$ cat config.mk
export PLATFORM = sky130hd
export DESIGN_NAME = pgacr_regs
export DESIGN_NICKNAME = d
export VERILOG_FILES = /design/src/hw/pgacr_pkg.sv /design/src/hw/pgacr_sticky.sv /design/src/hw/pgacr_regs.sv
export SDC_FILE = /design/constraint.sdc
export NUM_CORES = 1
export LEC_CHECK = 0
export ABC_AREA = 1
export BUFFER_PORTS_ARGS = -buffer_cell sky130_fd_sc_hd__buf_2
export CAP_MARGIN = 20
export CORE_ASPECT_RATIO = 1.25
export CORE_MARGIN = 2
export CORE_UTILIZATION = 35
export DETAILED_ROUTE_END_ITERATION = 7
export GPL_ROUTABILITY_DRIVEN = 0
export MAX_ROUTING_LAYER = met4
export PLACE_DENSITY = 0.72
export SYNTH_ARGS = -nofsm -noshare
export SYNTH_HDL_FRONTEND = slang
export SYNTH_SLANG_ARGS = --single-unit
$ cat constraint.sdc
create_clock -name ref_clk -period 1.58 [get_ports ref_clk]
set_input_delay 0.158 -clock ref_clk [delete_from_list [all_inputs] [get_ports ref_clk]]
set_output_delay 0.158 -clock ref_clk [all_outputs]
set_load 0.01 [all_outputs]
$ cat src/hw/pgacr_pkg.sv
// package: register map, field layout and carrier types of the amplifier config bank
package pgacr_pkg;
	// ----------------------------------------------------------------
	// register offsets (byte addresses on the bus are four times these)
	// ----------------------------------------------------------------
	localparam logic [7:0] IDX_RSV_A = 8'h0E;
	localparam logic [7:0] IDX_RSV_B = 8'h0F;
	localparam logic [7:0] IDX_SWGAIN = 8'h10;
	localparam logic [7:0] IDX_ALARM = 8'h11;
	localparam logic [7:0] IDX_CRCREV = 8'h12;
	localparam logic [7:0] IDX_IRQSTAT = 8'h13;
	localparam logic [7:0] IDX_IRQMASK = 8'h14;
	localparam int ADDR_W = 8;
	localparam int IDX_LSB = 2;
	// ----------------------------------------------------------------
	// reset values and fields
	// ----------------------------------------------------------------
	localparam logic [7:0] SWGAIN_RST = 8'h50;
	localparam logic [7:0] RSV_RST = 8'h00;
	localparam logic [2:0] SW_EXTERNAL = 3'h0;
	localparam logic [2:0] SW_INT_CM = 3'h5;
	localparam logic [3:0] GAIN_MIN = 4'h0;
	localparam logic [3:0] GAIN_MAX = 4'hB;
	localparam int SW_HI = 6;
	localparam int SW_LO = 4;
	localparam int GAIN_HI = 3;
	localparam int CRC_BIT = 4;
	localparam int IRQ_ALARM_BIT = 0;
	localparam int IRQ_CRC_BIT = 1;
	localparam int IRQ_W = 2;
	// revision value is arbitrary
	localparam logic [3:0] REV_DEFAULT = 4'h1;

	// ----------------------------------------------------------------
	// carrier types
	// ----------------------------------------------------------------
	typedef struct packed {
		logic outNegLowAlarm;
		logic outNegHighAlarm;
		logic outPosLowAlarm;
		logic outPosHighAlarm;
		logic inNegLowAlarm;
		logic inNegHighAlarm;
		logic inPosLowAlarm;
		logic inPosHighAlarm;
	} pgacr_alarm_t;

	typedef struct packed {
		logic [2:0] inputSwitchSelect;
		logic [3:0] gainSelect;
	} pgacr_cfg_t;
endpackage

$ cat src/hw/pgacr_sticky.sv
// sticky flag bank: set wins over clear
`timescale 1ns/1ps
module pgacr_sticky #(
	parameter int W = 8
) (
	input wire logic ref_clk,
	input wire logic srst,
	input wire logic [W-1:0] setIn,
	input wire logic [W-1:0] clrIn,
	output logic [W-1:0] flags
);
	typedef struct packed {
		logic [W-1:0] flags;
	} pgacr_stk_t;
	pgacr_stk_t state_ff;
	pgacr_stk_t nxt_state;

	always_comb begin
		nxt_state = state_ff;
		nxt_state.flags = (state_ff.flags & ~clrIn) | setIn;
	end

	always_ff @(posedge ref_clk) begin
		if (srst) begin
			state_ff <= '0;
		end else begin
			state_ff <= nxt_state;
		end
	end

	assign flags = state_ff.flags;
endmodule // pgacr_sticky

$ cat src/hw/pgacr_regs.sv
// amplifier input switch, gain, alarm and crc status register bank
// Contract
// [RULE1] mode bits 6:4 pick input: 000 external, 101 internal common mode (default)
// [RULE2] mode bits 3:0 pick gain 0.125 up to 128; 1100-1111 reserved
// [RULE3] mode register at 10h, resets to 50h
// [RULE4] alarm register holds eight read-only flags, 1 means alarm active
// [RULE5] alarm register at 11h clears on read; reset value undefined
// [RULE6] bit 4 of status two sets on crc error under second chip select
// [RULE7] crc flag stays set until host writes 0 to it
// [RULE8] status two bits 3:0 are a read-only revision nibble
// [RULE9] reserved register 0Fh reads 00h; host writes only 00h there
// [RULE10] host writes zero to reserved mode bit 7 and status bits 7:5
// [RULE11] status two at 12h; upper bits reset zero, low nibble revision
// [RULE12] writes to read-only fields leave contents unchanged
//
// The implementer's own choice: register access over Avalon-MM.
`timescale 1ns/1ps
module pgacr_regs
	import pgacr_pkg::*;
#(
	parameter logic [3:0] REV_ID = REV_DEFAULT
) (
	input wire logic ref_clk,
	input wire logic srst,
	input wire logic [ADDR_W-1:0] avs_address,
	input wire logic avs_read,
	input wire logic avs_write,
	input wire logic [31:0] avs_writedata,
	input wire logic [3:0] avs_byteenable,
	output logic [31:0] avs_readdata,
	output logic avs_waitrequest,
	output logic [1:0] avs_response,
	input wire logic [7:0] alarmEvent,
	input wire logic secondSelectCrcError,
	output pgacr_cfg_t ampConfig,
	output logic irq
);
	// ----------------------------------------------------------------
	// state
	// ----------------------------------------------------------------
	typedef struct packed {
		logic [7:0] swGain;
		pgacr_alarm_t alarm;
		logic crcError;
		logic [IRQ_W-1:0] irqMask;
		logic [31:0] rdData;
		logic [1:0] resp;
		logic ack;
	} pgacr_state_t;

	pgacr_state_t state_ff;
	pgacr_state_t nxt_state;

	logic [7:0] alarmSync1_ff;
	logic [7:0] alarmSync2_ff;
	logic crcSync1_ff;
	logic crcSync2_ff;

	logic [5:0] idx;
	logic req;
	logic take;
	logic wrLane0;
	logic [7:0] wb;
	logic [7:0] crcRevByte;
	logic [IRQ_W-1:0] irqSet;
	logic [IRQ_W-1:0] irqClr;
	logic [IRQ_W-1:0] irqStatus;
	logic alarmRead;

	// ----------------------------------------------------------------
	// event synchronisers
	// ----------------------------------------------------------------
	always_ff @(posedge ref_clk) begin
		if (srst) begin
			alarmSync1_ff <= '0;
			alarmSync2_ff <= '0;
			crcSync1_ff <= 1'b0;
			crcSync2_ff <= 1'b0;
		end else begin
			alarmSync1_ff <= alarmEvent;
			alarmSync2_ff <= alarmSync1_ff;
			crcSync1_ff <= secondSelectCrcError;
			crcSync2_ff <= crcSync1_ff;
		end
	end

	// ----------------------------------------------------------------
	// bus decode
	// ----------------------------------------------------------------
	assign idx = avs_address[ADDR_W-1:IDX_LSB];
	assign req = avs_read | avs_write;
	// one wait cycle per access, answered on the following edge
	assign take = req & ~state_ff.ack;
	assign wrLane0 = take & avs_write & avs_byteenable[0];
	assign wb = avs_writedata[7:0];
	assign crcRevByte = {3'h0, state_ff.crcError, REV_ID}; // [RULE8] [RULE11]
	assign alarmRead = take & avs_read & ({2'h0, idx} == IDX_ALARM);

	always_comb begin
		nxt_state = state_ff;
		nxt_state.ack = take;
		nxt_state.resp = 2'h0;
		// alarms latch from the comparators, read clears, new alarm wins
		nxt_state.alarm = state_ff.alarm & ~{8{alarmRead}}; // [RULE5]
		nxt_state.alarm = nxt_state.alarm | alarmSync2_ff; // [RULE4]
		// crc flag: host zero clears, detection wins
		if (wrLane0 && ({2'h0, idx} == IDX_CRCREV) && !wb[CRC_BIT]) begin
			nxt_state.crcError = 1'b0; // [RULE7]
		end
		if (crcSync2_ff) begin
			nxt_state.crcError = 1'b1; // [RULE6]
		end
		if (wrLane0) begin
			case ({2'h0, idx})
				IDX_SWGAIN: begin
					nxt_state.swGain = wb; // [RULE1] [RULE2]
				end
				IDX_IRQMASK: begin
					nxt_state.irqMask = wb[IRQ_W-1:0];
				end
				default: begin
					// read-only and reserved locations ignore writes
					nxt_state.swGain = nxt_state.swGain; // [RULE12]
				end
			endcase
		end
		if (take && avs_read) begin
			case ({2'h0, idx})
				IDX_RSV_A: nxt_state.rdData = {24'h0, RSV_RST};
				IDX_RSV_B: nxt_state.rdData = {24'h0, RSV_RST}; // [RULE9]
				IDX_SWGAIN: nxt_state.rdData = {24'h0, state_ff.swGain};
				IDX_ALARM: nxt_state.rdData = {24'h0, state_ff.alarm};
				IDX_CRCREV: nxt_state.rdData = {24'h0, crcRevByte};
				IDX_IRQSTAT: nxt_state.rdData = {30'h0, irqStatus};
				IDX_IRQMASK: nxt_state.rdData = {30'h0, state_ff.irqMask};
				default: begin
					nxt_state.rdData = 32'h0;
					nxt_state.resp = 2'h2;
				end
			endcase
		end else if (take) begin
			case ({2'h0, idx})
				IDX_RSV_A, IDX_RSV_B, IDX_SWGAIN, IDX_ALARM,
				IDX_CRCREV, IDX_IRQSTAT, IDX_IRQMASK: nxt_state.resp = 2'h0;
				default: nxt_state.resp = 2'h2;
			endcase
		end
	end

	always_ff @(posedge ref_clk) begin
		if (srst) begin
			state_ff.swGain <= SWGAIN_RST; // [RULE3]
			state_ff.alarm <= '0;
			state_ff.crcError <= 1'b0; // [RULE11]
			state_ff.irqMask <= '0;
			state_ff.rdData <= '0;
			state_ff.resp <= 2'h0;
			state_ff.ack <= 1'b0;
		end else begin
			state_ff <= nxt_state;
		end
	end

	// ----------------------------------------------------------------
	// interrupt status: alarm and crc events, write one to clear
	// ----------------------------------------------------------------
	always_comb begin
		irqSet = '0;
		irqSet[IRQ_ALARM_BIT] = |alarmSync2_ff;
		irqSet[IRQ_CRC_BIT] = crcSync2_ff;
		irqClr = '0;
		if (wrLane0 && ({2'h0, idx} == IDX_IRQSTAT)) begin
			irqClr = wb[IRQ_W-1:0];
		end
	end

	pgacr_sticky #(
		.W(IRQ_W)
	) uIrqStatus (
		.ref_clk(ref_clk),
		.srst(srst),
		.setIn(irqSet),
		.clrIn(irqClr),
		.flags(irqStatus)
	);

	// ----------------------------------------------------------------
	// outputs
	// ----------------------------------------------------------------
	assign avs_waitrequest = req & ~state_ff.ack;
	assign avs_readdata = state_ff.rdData;
	assign avs_response = state_ff.resp;
	assign ampConfig.inputSwitchSelect = state_ff.swGain[SW_HI:SW_LO]; // [RULE1]
	assign ampConfig.gainSelect = state_ff.swGain[GAIN_HI:0]; // [RULE2]
	assign irq = |(irqStatus & state_ff.irqMask);
endmodule // pgacr_regs

# [Word level (Yosys, flattened, before mapping)]
# Index checks and enable logic that the tools add are counted.
[op_classes] eq_ne=7 n_mux=7 bitwise_logic=14 reduce_logical=11
[ops] op="$pmux W8 S5" n=1
[ops] op="$eq A6 B5 Y1 const B" n=5
[ops] op="$eq A6 B4 Y1 const B" n=2
[ops] op="$and A8 B8 Y8" n=1
[ops] op="$mux W2" n=4
[ops] op="$not A8 Y8" n=1
[ops] op="$or A8 B8 Y8" n=1
[ops] op="$reduce_or A8 Y1" n=1
[ops] op="$reduce_or A7 Y1" n=1
[ops] op="$and A1 B1 Y1" n=5
[ops] op="$and A2 B2 Y2" n=2
[ops] op="$logic_and A1 B1 Y1" n=4
[ops] op="$reduce_and A2 Y1" n=2
[ops] op="$mux W1" n=2
[ops] op="$not A2 Y2" n=1
[ops] op="$or A2 B2 Y2" n=1
[ops] op="$reduce_bool A2 Y1" n=1
[ops] op="$reduce_or A2 Y1" n=1
[ops] op="$logic_not A1 Y1" n=1
[ops] op="$not A1 Y1" n=1
[ops] op="$or A1 B1 Y1" n=1
[totals] reg_bits=74 input_bits=57 out_inout_bits=43 wordCells=58

# [Longest topological paths before layout]
[logic_depth] ltp_word=9 mapped_depth=9 mapped_depth_nobuf=9

# [Modules after synthesis]
# A second synthesis with hierarchy kept.
[unflattened] cells_unflattened=295 hier_area_um2=2229.6
[modules_own_cells] mod="pgacr_regs" instances=1 cells_per_inst=285 area_per_inst_um2=2157.1 seq_area_each_um2=940.9
[modules_own_cells] mod="pgacr_sticky" instances=1 cells_per_inst=10 area_per_inst_um2=72.6 seq_area_each_um2=40.0

# [Worst setup path before layout]
# No wires, ideal clock.
[synth_path] path_kind="register -> register" from="register state_ff[0] (netlist bit)" to="register state_ff[40] (netlist bit)" setup_time_ns=0.128 arrival_ns=0.988 t_required_ns=1.452 setup_slack_ns=0.465 stages_incl_launch_ff=7 n_path_buf=0 period_less_slack_ns=1.115 cell_sequence="dfxtp_1 -> nor2_4 -> inv_2 -> nor2_4 -> inv_4 -> a21oi_2 -> nor2_1"
[synth_between] elab_chain_len=7
[synth_rtl] item="start: declaration" line_no="pgacr_regs.sv:51" source="pgacr_state_t state_ff;"
[synth_rtl] item="start signal: assignment" line_no="pgacr_regs.sv:160" source="state_ff <= nxt_state;"
[synth_rtl] item="$not A1 Y1" line_no="pgacr_regs.sv:93" source="assign take = req & ~state_ff.ack;"
[synth_rtl] item="$and A1 B1 Y1" line_no="pgacr_regs.sv:93"
[synth_rtl] item="$and A1 B1 Y1 (2 in series)" line_no="pgacr_regs.sv:97" source="assign alarmRead = take & avs_read & ({2'h0, idx} == IDX_ALARM);"
[synth_rtl] item="$not A8 Y8" line_no="pgacr_regs.sv:104" source="nxt_state.alarm = state_ff.alarm & ~{8{alarmRead}};"
[synth_rtl] item="$and A8 B8 Y8" line_no="pgacr_regs.sv:104"
[synth_rtl] item="$or A8 B8 Y8" line_no="pgacr_regs.sv:105" source="nxt_state.alarm = nxt_state.alarm | alarmSync2_ff;"
# No other way between the ends.
# A chain may end at the register's enable or synchronous reset.

# [Final worst setup path]
[layout_path] from="register state_ff[0] (netlist bit)" to="register uIrqStatus.state_ff (netlist bit uIrqStatus.flags[1])"
[layout_between] elab_chain_len=9
[layout_rtl] item="$not A1 Y1" line_no="pgacr_regs.sv:93"
[layout_rtl] item="$and A1 B1 Y1" line_no="pgacr_regs.sv:93"
[layout_rtl] item="$and A1 B1 Y1 (2 in series)" line_no="pgacr_regs.sv:94" source="assign wrLane0 = take & avs_write & avs_byteenable[0];"
[layout_rtl] item="$logic_and A1 B1 Y1" line_no="pgacr_regs.sv:172" source="if (wrLane0 && ({2'h0, idx} == IDX_IRQSTAT)) begin"
[layout_rtl] item="$mux W2" line_no="pgacr_regs.sv:172"
[layout_rtl] item="$not A2 Y2" line_no="pgacr_sticky.sv:20" source="nxt_state.flags = (state_ff.flags & ~clrIn) | setIn;"
[layout_rtl] item="$and A2 B2 Y2" line_no="pgacr_sticky.sv:20"
[layout_rtl] item="$or A2 B2 Y2" line_no="pgacr_sticky.sv:20"
[layout_rtl] item="end signal: assignment" line_no="pgacr_sticky.sv:27" source="state_ff <= nxt_state;"
[layout_rtl] item="end: declaration" line_no="pgacr_sticky.sv:15" source="pgacr_stk_t state_ff;"
# No other way between the ends.

==> results.toml <==
[detailed_routing]
avgRoutedWirePerCell_um = 9.44
dr.pass1.iters = 4
routed_wl_um = 3890
viasPerCell = 4.09
drt-initial-drc-count = 69
ant_nets = 0
num_vias = 1684
drc = 0

[run]
maxCapViolations = 0

[min_path]
hold_class = "in2reg"

[cells_and_area]
nets = 383
area_growth_syn_to_layout_pct = 9.76
multi_input_area_um2 = 847
drive_gt1_frac = 0.235
fillerInstances = 666
final_cells = 412
seqCellArea_um2 = 981
antenna_cells = 0

[place]
dp_hpwl_um = 3000
port-buffer-count = 45
placedCellCount = 404

[logic_synthesis]
synthTopCellsByCount = "dfxtp_1 (49), inv_1 (44), nand2_1 (43)"
syn_area_per_cell_um2 = 7.68
synth_area_um2 = 2260
synth-adder-area-share = 0
synth_compound_area_frac = 0.0837
synth.top_cell.area_share = 0.435
ys_ff_latch = 49
synth.distinct_cells = 26
netlist_instances = 294
synth-async-reset-ratio = 0
synth-simple-area-share = 0.250
ys_seq_area_frac = 0.435
synth_warnings = 0
synth_mux_area_frac = 0
synth_edf_count = 0
synth_most_common_cell = "dfxtp_1"
ys.flop_type = "dfxtp_1"
synth_area_leaders = "dfxtp_1 (43%), buf_4 (14%), inv_1 (7.3%)"
synth_top_area_cell = "dfxtp_1"
synth_top_family_by_area = "simple AND/OR/NAND/NOR gates"
synthXorXnorAreaFrac = 0

[pwr]
fin_total_pwr_w = 0.00239
power.switching_w = 0.000563
power.share.combinational = 0.090
power_density_nw_per_um2 = 965
clockPowerShare = 0.367
ir_drop_v = 0.000394
p_int_w = 0.00183
switching_share = 0.236
pwr-share-seq = 0.543
p_leak_nw = 1.27

[status]
status = "completed"

[sta]
setup_viol = 0
fmaxAchievable_mhz = 825
finalHoldViolCount = 0
rsz0062_at_grt = "false"
setup-tns-final_ns = 0
min_period_ns = 1.21
finClkSkew_ns = 0.00850
fin_crit_sh = 0.767
drv_slew = 0

[clocking]
numCtsBuffers = 5
cts-root-buf = "clkbuf_8"
postCtsSetupRepairBufs = 0
cts_resized = 0
cts_num_sinks = 49
cts_tree = "yes"
insertion_delay_ns = 0.30
clk_path_buf_depth = 2
clkTransAtPathRegs_ns = 0.09
cts_max_level = 2
cts_hold_buf = 0

[floorplanning]
ios = 100
fp.dieW_um = 75.8
die-area_um2 = 7110
core_um2 = 6210
rows = 32
chipHeight_um = 93.8
floorplan.initialDensity = 0.364

[grt]
antenna_found_initial = 0
grtUsageTotal = 0.121
grt_max_degree = 33
grt_pass1_vias = 1562
grt_pass1_wl_um = 6490
grt-ovfl-total = 0

[worst_setup_path]
critical_path.slowest_cell = "dfxtp_1"
cp_cell_sequence = "inv_1 -> nand3_1 -> inv_1 -> nand2_1 -> o21ai_0 -> a21oi_1"
critical_path.most_common_cell = "inv_1"
slowest_delay_ns = 0.34
crit_required_ns = 1.76
worst-path-buf-inv = 2
crit_type = "reg2reg"
end_kind = "flop"
cp_max_fo = 3
crit_family = "flip-flops"
start_kind = "flop"
crit_arrival_ns = 1.40
## state kept, by name, summed over array words and instances (netlist names)
name,count
uIrqStatus.flags,2
alarmSync1_ff,8
ampConfig,7
avs_response,1
crcSync2_ff,1
crcSync1_ff,1
crcRevByte,1
avs_readdata,8
state_ff,12
alarmSync2_ff,8
## power groups by stage
stage               Clock (W)  Combinational [W]  Sequential, W
floorplan                   0           0.000196        0.00132
global placement            0           0.000213        0.00133
detailed placement          0           0.000215        0.00133
CTS                  0.000904           0.000216        0.00130
global route         0.000945           0.000249        0.00130
finish               0.000877           0.000216        0.00130
## layer usage
metal / vias up / routed length (um) / global-route usage
met5: - / 0 / -
met4: 0 / 71 / 0.0424
met1: 728 / 1670 / 0.132
met3: 7 / 271 / 0.0376
li1: 895 / - / -
met2: 54 / 1880 / 0.203
## worst min-delay path, cell delays in order
cell,delay [ns]
buf_2,0.07
inv_1,0.03
nor2_1,0.06
## final timing paths
kind               startpoint                  end  slack [ns]  cells after the start
max               state_ff[0]  uIrqStatus.flags[1]        0.37                      6
min             alarmEvent[0]     alarmSync1_ff[0]        0.05                      3
max reg2reg       state_ff[0]  uIrqStatus.flags[1]        0.37                      6
min reg2reg  alarmSync1_ff[1]     alarmSync2_ff[1]        0.41                      2
## cell families after synthesis
family          count (synthesis)
flops                          49
compound gates                 32
other cells                     1
buf+inv                        95
simple gates                  117
## metrics by stage
step                      setup WS, ns  cell area [um^2]  hold WS [ns]  utilization
final                            0.368              2480        0.0512        0.399
after global routing             0.256              2480        0.0501        0.399
after CTS                        0.362              2480        0.0430        0.399
after detailed placement         0.369              2370         0.363        0.381
after global placement           0.403              2370         0.365        0.381
after floorplan                  0.465              2350         0.265            -
## layout make-up
class	instances	share of cell area
Sequential cell	49	0.396
Multi-Input combinational cell	174	0.342
Timing Repair Buffer	47	0.0970
Inverter	49	0.0773
Tap cell	85	0.0429
Clock buffer	6	0.0293
Clock inverter	2	0.0157
## cells in the final DEF (no fill, tap or decap), drive strengths merged, types with 3 or more instances in the layout
cell | Yosys | final
o21ai | 13 | 13
clkbuf | 4 | 6
nand2 | 48 | 48
dfxtp | 49 | 49
nand3 | 21 | 21
a21oi | 17 | 17
inv | 49 | 49
buf | 42 | 47
nand4 | 3 | 3
nor2 | 43 | 43
conb | 1 | 25
Note: power is estimated with default switching activity, not from simulation.
